[config.mk]
export PLATFORM = sky130hd
export DESIGN_NAME = tg_top
export DESIGN_NICKNAME = d
export VERILOG_FILES = /design/src/tg_pkg.sv /design/src/tg_top.sv /design/src/tg_prbs.sv /design/src/tg_pktgen.sv
export VERILOG_INCLUDE_DIRS = /design/src
export SDC_FILE = /design/constraint.sdc
export NUM_CORES = 1
export LEC_CHECK = 0
export ABC_AREA = 1
export BUFFER_PORTS_ARGS = -buffer_cell sky130_fd_sc_hd__buf_4
export CAP_MARGIN = 20
export CORE_UTILIZATION = 41
export CTS_CLUSTER_DIAMETER = 40
export DETAILED_ROUTE_END_ITERATION = 10
export SLEW_MARGIN = 10
export SYNTH_ARGS = -nofsm -noshare
export SYNTH_HDL_FRONTEND = slang
export SYNTH_SLANG_ARGS = --single-unit
[constraint.sdc]
create_clock -name SYS_CLK_I -period 2.2 [get_ports SYS_CLK_I]
set_input_delay 0.11 -clock SYS_CLK_I [delete_from_list [all_inputs] [get_ports SYS_CLK_I]]
set_output_delay 0.11 -clock SYS_CLK_I [all_outputs]
set_load 0.005 [all_outputs]
[src/tg_consts.svh]
// register offsets, field positions, reset values and byte counts
// assumes one generated byte per clock on the transmit side
`ifndef TG_CONSTS_SVH
`define TG_CONSTS_SVH

`define TG_OFF_RXCTL    8'h00
`define TG_OFF_CNTS     8'h04
`define TG_OFF_PGCTL    8'h08
`define TG_OFF_PRBSCTL  8'h0C
`define TG_OFF_ERRLO    8'h10
`define TG_OFF_ERRHI    8'h14

`define TG_RX_CLR_BIT   4
`define TG_PG_BURST_LSB 8
`define TG_PG_PATH_LSB  5
`define TG_PG_FIXED_BIT 2
`define TG_PG_LONG_BIT  1
`define TG_PG_BAD_BIT   0
`define TG_PR_CHKPOL    7
`define TG_PR_GENPOL    6
`define TG_PR_LOCK      5
`define TG_PR_CLR       4
`define TG_PR_PAT_LSB   2
`define TG_PR_CHKEN     1
`define TG_PR_GENEN     0

`define TG_PATH_COPPER  3'h2
`define TG_PATH_SERIAL  3'h4
`define TG_PATH_PAR     3'h6

`define TG_POL_RST      1'h1
`define TG_RESP_OKAY    2'h0
`define TG_RESP_SLVERR  2'h2

`define TG_PRE_BYTES    11'h008
`define TG_IPG_BYTES    11'h00C
`define TG_FCS_BYTES    11'h004
`define TG_LEN_SHORT    11'h040
`define TG_LEN_LONG     11'h5EE
`define TG_PRE_BYTE     8'h55
`define TG_SFD_BYTE     8'hD5
`define TG_PAT_EVEN     8'h5A
`define TG_PAT_ODD      8'hA5
`define TG_CRC_POLY     32'hEDB88320
`define TG_CRC_INIT     32'hFFFFFFFF
`define TG_LFSR_SEED    8'hFF
`define TG_PRBS_SEED    31'h7FFFFFFF
`define TG_LOCK_BITS    6'h20

`endif

[src/tg_pkg.sv]
// types shared by the traffic test generator and checker
// assumes the constants header is compiled alongside
package tg_pkg;

	typedef struct packed {
		logic [7:0] data;
		logic       en;
		logic       er;
	} tg_beat_t;

	typedef enum logic [4:0] {
		GS_IDLE = 5'h01,
		GS_PRE  = 5'h02,
		GS_DATA = 5'h04,
		GS_CRC  = 5'h08,
		GS_GAP  = 5'h10
	} tg_gen_st_t;

	typedef struct packed {
		tg_gen_st_t  st;
		logic [10:0] cnt;
		logic [31:0] crc;
		logic [7:0]  lfsr;
		tg_beat_t    beat;
		logic        done;
	} tg_gen_state_t;

	typedef struct packed {
		logic [30:0] sr;
		logic        bit_v;
		logic        err;
		logic [5:0]  good;
		logic        lock;
	} tg_prbs_state_t;

	typedef struct packed {
		logic           aw_full;
		logic [7:0]     awaddr;
		logic           w_full;
		logic [31:0]    wdata;
		logic [3:0]     wstrb;
		logic           awrdy;
		logic           wrdy;
		logic           bvalid;
		logic [1:0]     bresp;
		logic           arrdy;
		logic           rvalid;
		logic [31:0]    rdata;
		logic [1:0]     rresp;
		logic [2:0]     rx_path;
		logic [7:0]     fcnt;
		logic [7:0]     ecnt;
		logic [7:0]     pg_burst;
		logic [2:0]     pg_path;
		logic           pg_fixed;
		logic           pg_long;
		logic           pg_bad;
		logic [7:0]     sent;
		logic [2:0]     txsel;
		tg_beat_t [2:0] tx;
		logic           chk_pol;
		logic           gen_pol;
		logic           lockreq;
		logic [1:0]     pat;
		logic           chk_en;
		logic           gen_en;
		logic [31:0]    perr;
		logic [15:0]    phi;
		logic           ser_tx;
	} tg_main_state_t;

endpackage

[src/tg_top.sv]
// traffic test logic: rx frame and crc counters, packet generator,
// serial prbs generator and checker, all behind an axi4-lite slave
// assumes rx paths flag frame end and crc result, one byte per clock
//
// Implementation choices: the AXI4-Lite interface to the registers and the register addresses.
`timescale 1ns/1ps
`include "tg_consts.svh"
module tg_top
	import tg_pkg::*;
#(
	parameter logic [5:0] LOCK_BITS = `TG_LOCK_BITS
) (
	input  wire logic           SYS_CLK_I,
	input  wire logic           NRST_I,
	input  wire logic [7:0]     AWADDR_I,
	input  wire logic           AWVALID_I,
	output      logic           AWREADY_O,
	input  wire logic [31:0]    WDATA_I,
	input  wire logic [3:0]     WSTRB_I,
	input  wire logic           WVALID_I,
	output      logic           WREADY_O,
	output      logic [1:0]     BRESP_O,
	output      logic           BVALID_O,
	input  wire logic           BREADY_I,
	input  wire logic [7:0]     ARADDR_I,
	input  wire logic           ARVALID_I,
	output      logic           ARREADY_O,
	output      logic [31:0]    RDATA_O,
	output      logic [1:0]     RRESP_O,
	output      logic           RVALID_O,
	input  wire logic           RREADY_I,
	input  wire logic [2:0]     RX_EOF_I,
	input  wire logic [2:0]     RX_CRC_BAD_I,
	input  wire tg_beat_t [2:0] NORM_TX_I,
	output      tg_beat_t [2:0] TX_O,
	output      logic           SER_TX_O,
	input  wire logic           SER_RX_I
);

	localparam logic [2:0] PATH_CODE [3] = '{`TG_PATH_COPPER,
		`TG_PATH_SERIAL, `TG_PATH_PAR};

	tg_main_state_t s_q;
	tg_main_state_t s_d;
	tg_beat_t [2:0] tx_nx;
	tg_beat_t       gen_beat;
	logic [2:0]     eof_hit;
	logic [2:0]     bad_hit;
	logic           gen_busy;
	logic           pkt_done;
	logic           gen_bit;
	logic           chk_err;
	logic           chk_lock;
	logic           wr_fire;
	logic           rd_fire;
	logic [16:0]    wr_look;
	logic [16:0]    rd_look;
	logic [15:0]    wd;

	// readback: hit flag on top, self-clearing bits always read zero
	function automatic logic [16:0] rd_val(input logic [7:0] a,
		input tg_main_state_t s);
		logic [16:0] r;
		r = 17'h00000;
		if (a == `TG_OFF_RXCTL) begin
			r = {1'b1, 13'h0000, s.rx_path};
		end else if (a == `TG_OFF_CNTS) begin
			r = {1'b1, s.fcnt, s.ecnt};
		end else if (a == `TG_OFF_PGCTL) begin
			r = {1'b1, s.pg_burst, s.pg_path, 2'h0, s.pg_fixed,
				s.pg_long, s.pg_bad};
		end else if (a == `TG_OFF_PRBSCTL) begin
			r = {1'b1, 8'h00, s.chk_pol, s.gen_pol, s.lockreq, 1'b0,
				s.pat, s.chk_en, s.gen_en};
		end else if (a == `TG_OFF_ERRLO) begin
			r = {1'b1, s.perr[15:0]};
		end else if (a == `TG_OFF_ERRHI) begin
			r = {1'b1, s.phi};
		end
		return r;
	endfunction

	generate
		for (genvar i = 0; i < 3; i++) begin : g_path
			assign eof_hit[i] = RX_EOF_I[i]
				&& (s_q.rx_path == PATH_CODE[i]);
			assign bad_hit[i] = eof_hit[i] && RX_CRC_BAD_I[i];
			assign tx_nx[i]   = (s_q.txsel == PATH_CODE[i])
				? gen_beat : NORM_TX_I[i];
		end
	endgenerate

	tg_pktgen u_gen (
		.clk_i   (SYS_CLK_I),
		.nrst_i  (NRST_I),
		.run_i   (s_q.pg_path != 3'h0),
		.long_i  (s_q.pg_long),
		.fixed_i (s_q.pg_fixed),
		.bad_i   (s_q.pg_bad),
		.beat_o  (gen_beat),
		.busy_o  (gen_busy),
		.done_o  (pkt_done)
	);

	tg_prbs #(.IS_CHECK(1'b0), .LOCK_BITS(LOCK_BITS)) u_prbs_gen (
		.clk_i  (SYS_CLK_I),
		.nrst_i (NRST_I),
		.en_i   (s_q.gen_en),
		.pat_i  (s_q.pat),
		.bit_i  (1'b0),
		.bit_o  (gen_bit),
		.err_o  (),
		.lock_o ()
	);

	tg_prbs #(.IS_CHECK(1'b1), .LOCK_BITS(LOCK_BITS)) u_prbs_chk (
		.clk_i  (SYS_CLK_I),
		.nrst_i (NRST_I),
		.en_i   (s_q.chk_en),
		.pat_i  (s_q.pat),
		.bit_i  (SER_RX_I ^ ~s_q.chk_pol),
		.bit_o  (),
		.err_o  (chk_err),
		.lock_o (chk_lock)
	);

	always_comb begin
		s_d     = s_q;
		wr_fire = 1'b0;
		rd_fire = 1'b0;
		wd      = 16'h0000;
		wr_look = rd_val(s_q.awaddr, s_q);
		rd_look = rd_val(ARADDR_I, s_q);

		// rx counters, saturating so a long run never reads low
		if (|eof_hit && s_q.fcnt != 8'hFF) begin
			s_d.fcnt = s_q.fcnt + 8'h01;
		end
		if (|bad_hit && s_q.ecnt != 8'hFF) begin
			s_d.ecnt = s_q.ecnt + 8'h01;
		end

		// burst bookkeeping; zero burst size never ends the run
		if (s_q.pg_path == 3'h0) begin
			s_d.sent = 8'h00;
		end else if (pkt_done && s_q.pg_burst != 8'h00) begin
			if (s_q.sent + 8'h01 == s_q.pg_burst) begin
				s_d.pg_path = 3'h0;
				s_d.sent    = 8'h00;
			end else begin
				s_d.sent = s_q.sent + 8'h01;
			end
		end
		// the path is held while a packet is out so it is never cut
		s_d.txsel = gen_busy ? s_q.txsel : s_q.pg_path;
		s_d.tx    = tx_nx;

		// prbs side
		s_d.ser_tx = gen_bit ^ ~s_q.gen_pol;
		if (s_q.chk_en && chk_err && (!s_q.lockreq || chk_lock)
			&& s_q.perr != 32'hFFFFFFFF) begin
			s_d.perr = s_q.perr + 32'h00000001;
		end

		// write channel
		if (s_q.bvalid && BREADY_I) begin
			s_d.bvalid = 1'b0;
		end
		if (s_q.aw_full && s_q.w_full && !s_q.bvalid) begin
			wr_fire    = 1'b1;
			wd[15:8]   = s_q.wstrb[1] ? s_q.wdata[15:8] : wr_look[15:8];
			wd[7:0]    = s_q.wstrb[0] ? s_q.wdata[7:0] : wr_look[7:0];
			s_d.bvalid = 1'b1;
			s_d.bresp  = wr_look[16] ? `TG_RESP_OKAY : `TG_RESP_SLVERR;
			s_d.aw_full = 1'b0;
			s_d.w_full  = 1'b0;
			if (s_q.awaddr == `TG_OFF_RXCTL) begin
				s_d.rx_path = wd[2:0];
				if (wd[2:0] == 3'h0 || wd[`TG_RX_CLR_BIT]) begin
					s_d.fcnt = 8'h00;
					s_d.ecnt = 8'h00;
				end
			end else if (s_q.awaddr == `TG_OFF_PGCTL) begin
				s_d.pg_burst = wd[`TG_PG_BURST_LSB +: 8];
				s_d.pg_path  = wd[`TG_PG_PATH_LSB +: 3];
				s_d.pg_fixed = wd[`TG_PG_FIXED_BIT];
				s_d.pg_long  = wd[`TG_PG_LONG_BIT];
				s_d.pg_bad   = wd[`TG_PG_BAD_BIT];
			end else if (s_q.awaddr == `TG_OFF_PRBSCTL) begin
				s_d.chk_pol = wd[`TG_PR_CHKPOL];
				s_d.gen_pol = wd[`TG_PR_GENPOL];
				s_d.lockreq = wd[`TG_PR_LOCK];
				s_d.pat     = wd[`TG_PR_PAT_LSB +: 2];
				s_d.chk_en  = wd[`TG_PR_CHKEN];
				s_d.gen_en  = wd[`TG_PR_GENEN];
				if (wd[`TG_PR_CLR]) begin
					s_d.perr = 32'h00000000;
					s_d.phi  = 16'h0000;
				end
			end
		end
		if (AWVALID_I && s_q.awrdy) begin
			s_d.aw_full = 1'b1;
			s_d.awaddr  = AWADDR_I;
		end
		if (WVALID_I && s_q.wrdy) begin
			s_d.w_full = 1'b1;
			s_d.wdata  = WDATA_I;
			s_d.wstrb  = WSTRB_I;
		end
		s_d.awrdy = !s_d.aw_full;
		s_d.wrdy  = !s_d.w_full;

		// read channel; reads never disturb the rx counts
		if (s_q.rvalid && RREADY_I) begin
			s_d.rvalid = 1'b0;
		end
		if (ARVALID_I && s_q.arrdy) begin
			rd_fire    = 1'b1;
			s_d.rvalid = 1'b1;
			s_d.rdata  = {16'h0000, rd_look[15:0]};
			s_d.rresp  = rd_look[16] ? `TG_RESP_OKAY : `TG_RESP_SLVERR;
			if (ARADDR_I == `TG_OFF_ERRLO) begin
				s_d.phi = s_q.perr[31:16];
			end
		end
		s_d.arrdy = !s_d.rvalid;
	end

	always_ff @(posedge SYS_CLK_I or negedge NRST_I) begin
		if (!NRST_I) begin
			s_q         <= '0;
			s_q.chk_pol <= `TG_POL_RST;
			s_q.gen_pol <= `TG_POL_RST;
			s_q.awrdy   <= 1'b1;
			s_q.wrdy    <= 1'b1;
			s_q.arrdy   <= 1'b1;
		end else begin
			s_q <= s_d;
		end
	end

	assign AWREADY_O = s_q.awrdy;
	assign WREADY_O  = s_q.wrdy;
	assign BVALID_O  = s_q.bvalid;
	assign BRESP_O   = s_q.bresp;
	assign ARREADY_O = s_q.arrdy;
	assign RVALID_O  = s_q.rvalid;
	assign RDATA_O   = s_q.rdata;
	assign RRESP_O   = s_q.rresp;
	assign TX_O      = s_q.tx;
	assign SER_TX_O  = s_q.ser_tx;
endmodule

[src/tg_prbs.sv]
// serial prbs sequence unit, one bit per clock, generator or checker
// assumes the serial link presents one bit per system clock
`timescale 1ns/1ps
`include "tg_consts.svh"
module tg_prbs
	import tg_pkg::*;
#(
	parameter bit         IS_CHECK  = 1'b0,
	parameter logic [5:0] LOCK_BITS = `TG_LOCK_BITS
) (
	input  wire logic       clk_i,
	input  wire logic       nrst_i,
	input  wire logic       en_i,
	input  wire logic [1:0] pat_i,
	input  wire logic       bit_i,
	output      logic       bit_o,
	output      logic       err_o,
	output      logic       lock_o
);

	tg_prbs_state_t s_q;
	tg_prbs_state_t s_d;
	logic           tap;

	always_comb begin
		s_d = s_q;
		case (pat_i)
			2'h0:    tap = s_q.sr[6] ^ s_q.sr[5];
			2'h1:    tap = s_q.sr[22] ^ s_q.sr[17];
			2'h2:    tap = s_q.sr[30] ^ s_q.sr[27];
			default: tap = ~s_q.sr[0];
		endcase
		s_d.err = 1'b0;
		if (!en_i) begin
			s_d.sr   = `TG_PRBS_SEED;
			s_d.good = 6'h00;
			s_d.lock = 1'b0;
		end else if (IS_CHECK) begin
			// self-synchronising: received bits feed the predictor
			s_d.err = tap ^ bit_i;
			s_d.sr  = {s_q.sr[29:0], bit_i};
			if (s_d.err) begin
				s_d.good = 6'h00;
			end else if (s_q.good != LOCK_BITS) begin
				s_d.good = s_q.good + 6'h01;
			end
			s_d.lock = s_q.lock | (s_q.good == LOCK_BITS);
		end else begin
			s_d.sr    = {s_q.sr[29:0], tap};
			s_d.bit_v = tap;
		end
	end

	always_ff @(posedge clk_i or negedge nrst_i) begin
		if (!nrst_i) begin
			s_q      <= '0;
			s_q.sr   <= `TG_PRBS_SEED;
		end else begin
			s_q <= s_d;
		end
	end

	assign bit_o  = s_q.bit_v;
	assign err_o  = s_q.err;
	assign lock_o = s_q.lock;

endmodule

[src/tg_pktgen.sv]
// short or long packet generator: preamble, payload, crc and gap
// assumes one byte leaves per clock; run_i is sampled between packets
`timescale 1ns/1ps
`include "tg_consts.svh"
module tg_pktgen
	import tg_pkg::*;
(
	input  wire logic clk_i,
	input  wire logic nrst_i,
	input  wire logic run_i,
	input  wire logic long_i,
	input  wire logic fixed_i,
	input  wire logic bad_i,
	output      tg_beat_t beat_o,
	output      logic     busy_o,
	output      logic     done_o
);

	tg_gen_state_t g_q;
	tg_gen_state_t g_d;
	logic [10:0]   lastd;
	logic [7:0]    pb;
	logic [31:0]   fcs;

	function automatic logic [31:0] crc_upd(input logic [31:0] c,
		input logic [7:0] d);
		logic [31:0] r;
		r = c;
		for (int i = 0; i < 8; i++) begin
			r = (r[0] ^ d[i]) ? ((r >> 1) ^ `TG_CRC_POLY) : (r >> 1);
		end
		return r;
	endfunction

	always_comb begin
		g_d      = g_q;
		g_d.done = 1'b0;
		g_d.beat = '0;
		// payload runs to the length minus the four fcs bytes
		lastd = (long_i ? `TG_LEN_LONG : `TG_LEN_SHORT)
			- `TG_FCS_BYTES - 11'h001;
		pb  = fixed_i ? (g_q.cnt[0] ? `TG_PAT_ODD : `TG_PAT_EVEN)
			: g_q.lfsr;
		fcs = bad_i ? g_q.crc : ~g_q.crc;
		case (g_q.st)
			GS_IDLE: begin
				if (run_i) begin
					g_d.st  = GS_PRE;
					g_d.cnt = 11'h000;
				end
			end
			GS_PRE: begin
				g_d.beat.en   = 1'b1;
				g_d.beat.data = `TG_PRE_BYTE;
				g_d.cnt       = g_q.cnt + 11'h001;
				if (g_q.cnt == `TG_PRE_BYTES - 11'h001) begin
					g_d.beat.data = `TG_SFD_BYTE;
					g_d.st        = GS_DATA;
					g_d.cnt       = 11'h000;
					g_d.crc       = `TG_CRC_INIT;
				end
			end
			GS_DATA: begin
				g_d.lfsr = {g_q.lfsr[6:0],
					g_q.lfsr[7] ^ g_q.lfsr[5] ^ g_q.lfsr[4] ^ g_q.lfsr[3]};
				g_d.crc       = crc_upd(g_q.crc, pb);
				g_d.beat.en   = 1'b1;
				g_d.beat.data = pb;
				g_d.beat.er   = bad_i && (g_q.cnt == 11'h000);
				g_d.cnt       = g_q.cnt + 11'h001;
				if (g_q.cnt == lastd) begin
					g_d.st  = GS_CRC;
					g_d.cnt = 11'h000;
				end
			end
			GS_CRC: begin
				g_d.beat.en   = 1'b1;
				g_d.beat.data = fcs[{g_q.cnt[1:0], 3'h0} +: 8];
				g_d.cnt       = g_q.cnt + 11'h001;
				if (g_q.cnt == `TG_FCS_BYTES - 11'h001) begin
					g_d.st   = GS_GAP;
					g_d.cnt  = 11'h000;
					g_d.done = 1'b1;
				end
			end
			GS_GAP: begin
				if (!run_i) begin
					g_d.st = GS_IDLE;
				end else if (g_q.cnt == `TG_IPG_BYTES - 11'h001) begin
					g_d.st  = GS_PRE;
					g_d.cnt = 11'h000;
				end else begin
					g_d.cnt = g_q.cnt + 11'h001;
				end
			end
			default: g_d.st = GS_IDLE;
		endcase
	end

	always_ff @(posedge clk_i or negedge nrst_i) begin
		if (!nrst_i) begin
			g_q      <= '0;
			g_q.st   <= GS_IDLE;
			g_q.lfsr <= `TG_LFSR_SEED;
		end else begin
			g_q <= g_d;
		end
	end

	assign beat_o = g_q.beat;
	assign busy_o = (g_q.st != GS_IDLE);
	assign done_o = g_q.done;
endmodule

# [After elaboration in Yosys (flattened, before gate mapping)]
# Index checks and enable logic that the tools add are counted.
[word_totals] ff_bits=339 inputBits=96
[classes] addsub=8 n_eq_ne=43 shift=1 muxes=84 bitwise=36 reduce_logical=49
[op_table] op="$mux 32" count=10
[op_table] op="$mux 48" count=6
[op_table] op="$mux 17" count=12
[op_table] op="$mux 16" count=7
[op_table] op="$not 13->14" count=8
[op_table] op="$mux 8" count=10
[op_table] op="$pmux 32 s2" count=1
[op_table] op="$mux 31" count=2
[op_table] op="$pmux 11 s5" count=1
[op_table] op="$mux 37" count=1
[op_table] op="$mux 35" count=1
[op_table] op="$mux 11" count=3
[op_table] op="$add 32x1->32 const B" count=1
[op_table] op="$eq 8x4->1 const B" count=4
[op_table] op="$eq 8x5->1 const B" count=4
[op_table] op="$ne 32x32->1 const B" count=1
[op_table] op="$not 32->32" count=1
[op_table] op="$shiftx 32x6->8" count=1
[op_table] op="$mux 10" count=3
[op_table] op="$mux 30" count=1
[op_table] op="$mux 14" count=2
[op_table] op="$pmux 9 s3" count=1
[op_table] op="$pmux 5 s5" count=1
[op_table] op="$add 8x1->8 const B" count=3
[op_table] op="other kinds (55)" count=136

# [Depth between registers and ports, before layout]
[depth] word_depth=19 ltp_mapped=16 depth_no_buf=15

# [Hierarchy]
# From an unflattened synthesis, not the netlist that was laid out.
[hier_totals] hier_cells=2226 hier_area_um2=17765.8
[by_module_without_submodules] module="tg_top" n_inst=1 cells_each=1271 area_each_um2=9963.3 seq_area_each_um2=4535.6
[by_module_without_submodules] module="tg_pktgen" n_inst=1 cells_each=712 area_each_um2=5029.8 seq_area_each_um2=1687.9
[by_module_without_submodules] module="tg_prbs (u_prbs_chk)" n_inst=1 cells_each=148 area_each_um2=1596.5 seq_area_each_um2=1014.7
[by_module_without_submodules] module="tg_prbs (u_prbs_gen)" n_inst=1 cells_each=95 area_each_um2=1176.1 seq_area_each_um2=839.6

# [Least setup slack after synthesis]
# Ideal clock, no wire load.
[synth_path] path_kind="register to register" from="register s_q[89] (netlist bit)" to="register s_q[90] (netlist bit)" setup_time_ns=0.119 arrival_time_ns=1.687 slack_ns=0.394 path_stages_with_launch=11 period_less_slack_ns=1.806 path_cell_list="dfrtp_1 -> ha_1 -> or2_2 -> nand3b_1 -> nand2_1 -> nor2_1 -> o21ai_0 -> a21oi_1 -> nand3_1 -> nand3b_1 -> nand2_1"
[synth_between] elab_chain_cells=5
[synth_lines] element="start, declared" line="tg_top.sv:43" rtl="tg_main_state_t s_q;"
[synth_lines] element="$add 8x1->8 (*)" line="tg_top.sv:147, tg_top.sv:151"
[synth_lines] element="$eq 8x8->1" line="tg_top.sv:147" rtl="if (s_q.sent + 8'h01 == s_q.pg_burst) begin"
[synth_lines] element="$mux 8 (*)" line="tg_top.sv:147"
[synth_lines] element="$mux 8 (*)" line="tg_top.sv:146" rtl="end else if (pkt_done && s_q.pg_burst != 8'h00) begin"
[synth_lines] element="$mux 8 (*)" line="tg_top.sv:144" rtl="if (s_q.pg_path == 3'h0) begin"
# Mark *: on every way between the ends. The rest lies on a longest branch, timed or not. The select of a mux whose other input is x is not followed.
# A chain may end at the register's enable or synchronous reset.

# [Worst setup path after layout]
[layout_path] from="register s_q[99] (netlist bit)" to="register u_gen.g_q[41] (netlist bit)"
[layout_between] elab_chain_cells=15
[layout_lines] element="$mux 8 (*)" line="tg_pktgen.sv:42" rtl="pb = fixed_i ? (g_q.cnt[0] ? `TG_PAT_ODD : `TG_PAT_EVEN)"
[layout_lines] element="$xor 1x1->1" line="tg_pktgen.sv:30" rtl="r = (r[0] ^ d[i]) ? ((r >> 1) ^ `TG_CRC_POLY) : (r >> 1);"
[layout_lines] element="$mux 32 (2 in a row)" line="tg_pktgen.sv:30"
[layout_lines] element="$not 13->14 (no source line)"
[layout_lines] element="$mux 32" line="tg_pktgen.sv:30"
[layout_lines] element="$not 13->14 (no source line)"
[layout_lines] element="$mux 32 (2 in a row)" line="tg_pktgen.sv:30"
[layout_lines] element="$not 13->14 (no source line)"
[layout_lines] element="$mux 32" line="tg_pktgen.sv:30"
[layout_lines] element="$not 13->14 (no source line)"
[layout_lines] element="$mux 32 (*) (2 in a row)" line="tg_pktgen.sv:30"
[layout_lines] element="$pmux 32 s2 (*)" line="tg_pktgen.sv:45" rtl="case (g_q.st)"
[layout_lines] element="end signal, assigned" line="tg_pktgen.sv:106" rtl="g_q <= g_d;"
[layout_lines] element="end, declared" line="tg_pktgen.sv:19" rtl="tg_gen_state_t g_q;"
# Mark *: on every way between the ends. The rest lies on a longest branch, timed or not.

==> run_results.csv <==
group,metric,value,unit
floorplan,io_pins,168,
global_route,track_usage,0.232,
finish,design_area,21300,um2
timing,hold_viol,0,
setup_path,critPathLaunchType,"flip-flop",
floorplan,rows,74,
finish,mostFrequentLayoutCells,"nand2_1 (543), dfrtp_1 (240), inv_1 (231), buf_4 (227), nor2_1 (191)",
status,status,"complete, no violations",
timing,worst_pin_slew,736,ps
synthesis,syn_inst,2139,
timing,max_freq,0.491,GHz
clock_network,worstSkewPairLatency,600,ps
synthesis,ys_seq_elements,319,
placement,port_buffers,131,
detailed_routing,firstDrtPassIters,5,
synthesis,synth_edf_count,0,
clock_network,cts_made_buffers,55,
detailed_routing,drc_errors,0,
detailed_routing,wl_per_cell,16.2,um
clock_network,cts_tree,"yes",
synthesis,ys_seq_area_frac,0.475,
global_route,antenna_found_initial,0,
global_route,grt_max_degree,58,
finish,area_growth,25.7,%
pwr,p_leak,10.4,nW
clock_network,cts_sinks,319,
finish,layout_commonest_cell,"nand2_1",
detailed_routing,vias,14700,
timing,min_period,2040,ps
global_route,grt_pass1_vias,14300,
synthesis,yosysWarnings,0,
floorplan,die-area,42300,um2
finish,post-route-util,0.523,
clock_network,ctsLongestPathBuffers,3,
detailed_routing,routed_via_density,4.97,
timing,skew,25.4,ps
setup_path,cp.required,2690,ps
pwr,total_power,0.0168,W
timing,maxSlewHeadroom,0.508,
synthesis,synth_top_cell_by_area,"dfrtp_1",
timing,fin_crit_sh,0.926,
global_route,grt_overflow,0,
clock_network,clkSlewWorstSetupHoldPaths,60,ps
synthesis,synth.area.top_cells,"dfrtp_1 (36%), nand2_1 (12%), dfstp_2 (12%)",
synthesis,async_reset_ff_frac,1.00,
clock_network,htreeDepth,2,
finish,diodes,0,
finish,multi_input_area,7340,um2
setup_path,path_class,"flip-flop to flip-flop",
timing,finalSetupViolations,0,
synthesis,synth.distinct_cells,55,
detailed_routing,ant_nets,0,
floorplan,die_h,206,um
setup_path,crit_fanout,6,
floorplan,dieWidth,206,um
finish,fill_cells,3812,
synthesis,syn-cell-area,17000,um2
timing,timing.hold.ws,57.1,ps
placement,post_dp_cell_area,18700,um2
pwr,power_per_cell_area,787,nW/um2
placement,hpwl,34700,um
worst_hold_path,hold_class,"input pin to asynchronous set/reset pin",
timing,finalMaxSlewViolations,0,
setup_path,cp-end-kind,"flip-flop",
setup_path,cp_data_arrival_time,2520,ps
floorplan,core_area,40800,um2
synthesis,netlist.area_leader.share,0.358,
finish,nets,2485,
floorplan,start_util,0.416,
detailed_routing,drt_first_iter_violations,1074,
clock_network,cts-root-buf,"clkbuf_16",
pwr,ir_worst_vdd,0.691,mV
global_route,grt_pass1_wl,76500,um
synthesis,synth_flop_cell,"dfrtp_1",
synthesis,syn-mean-instance-area,7.94,um2
job,drv_cap,0,
finish,drive_gt1_frac,0.226,
detailed_routing,wirelength,47900,um
placement,gp_congestion,0.919,
finish,regArea,8080,um2
## worst max-delay path, cell delays in order (launching register included)
cell	delay [ps]
dfrtp_2	480
buf_4	190
o21ai_4	280
xor2_2	150
buf_4	170
or2_2	280
nand2_1	60
nand2_1	60
nand3_1	70
nand3_1	80
nand2_1	70
inv_1	30
## synth_stat cells, drive strengths merged (5+ instances only)
cell,instances
buf,88
dfrtp,243
mux2,10
ha,8
o22ai,13
clkbuf,41
nor2,201
nand3b,5
dfstp,76
a21oi,80
o211ai,14
nand2,567
nand3,128
xor2,70
inv,243
nor3,28
a31oi,7
xnor2,25
o21ai,175
nor4,8
or2,64
nand4,19
## area by class of cell
class / instances / area share
multi-input combinational: 1465 / 0.344
timing repair buffer: 296 / 0.116
clock inverter: 35 / 0.0147
inverter: 244 / 0.0434
tap: 532 / 0.0312
sequential: 319 / 0.379
clock buffer: 69 / 0.0717
## worst paths after layout
kind / slack, ps / startpoint / depth (start not counted) / to
min in group SYS_CLK_I: 80 / WVALID_I / 4 / s_q[207]
worst max register to register: 160 / s_q[99] / 11 / u_gen.g_q[41]
worst min-delay path: 60 / NRST_I / 2 / s_q[188]
worst max-delay path: 160 / s_q[99] / 11 / u_gen.g_q[41]
max in group asynchronous: 1330 / NRST_I / 4 / RDATA_O[8]
worst min register to register: 450 / RVALID_O / 1 / ARREADY_O
## state kept, by name (all words and copies together) (netlist names), 10 cells and up
name            count
u_prbs_chk.s_q     37
RDATA_O            16
u_gen.g_q          56
u_gen.beat_o       10
s_q               127
u_prbs_gen.s_q     31
TX_O               30
## stage by stage
| step | setup WS (ps) | cells | setup TNS [ps] |
|---|---|---|---|
| finish | 163 | 2960 | 0 |
| global route | -8.71 | 2960 | -33.5 |
| CTS | 44.1 | 2951 | 0 |
| detailed placement | 66.2 | 2787 | 0 |
| global placement | 85.3 | 2787 | 0 |
| floorplan | 394 | 2156 | 0 |
## timing repair
| item | CTS | global route |
|---|---|---|
| buffers inserted | 0 | 7 |
| setup endpoints to repair | 0 | 100 |
| resized for setup | 0 | 29 |
| hold endpoints to repair | 258 | 0 |
| hold buffers | 60 | 0 |
## report_power, final
group	switching [W]	leakage [nW]	internal, W
combinational	0.00110	5.48	0.000778
clock	0.00313	0.895	0.00523
sequential	0.000273	3.99	0.00628
total	0.00450	10.4	0.0123
## per-layer routing
| layer | GRT usage | routed length [um] | up-vias |
|---|---|---|---|
| met3 | 0.0391 | 2890 | 87 |
| met5 | 0 | 0 | - |
| met2 | 0.357 | 21600 | 423 |
| li1 | - | - | 7231 |
| met1 | 0.328 | 22200 | 6984 |
| met4 | 0.0791 | 1220 | 0 |
## logic make-up (layout without fill, tap and decap cells)
kind of cell,after synthesis,in the layout,share of synthesized area
simple gates,1021,1022,0.258
buf+inv,373,644,0.100
flops,319,319,0.475
compound gates,312,312,0.102
xor+xnor,95,95,0.0518
mux,10,10,0.00663
fa+ha+maj,8,8,0.00589
other cells,1,18,0.000221
No activity file was read; power rests on OpenSTA's default activity.
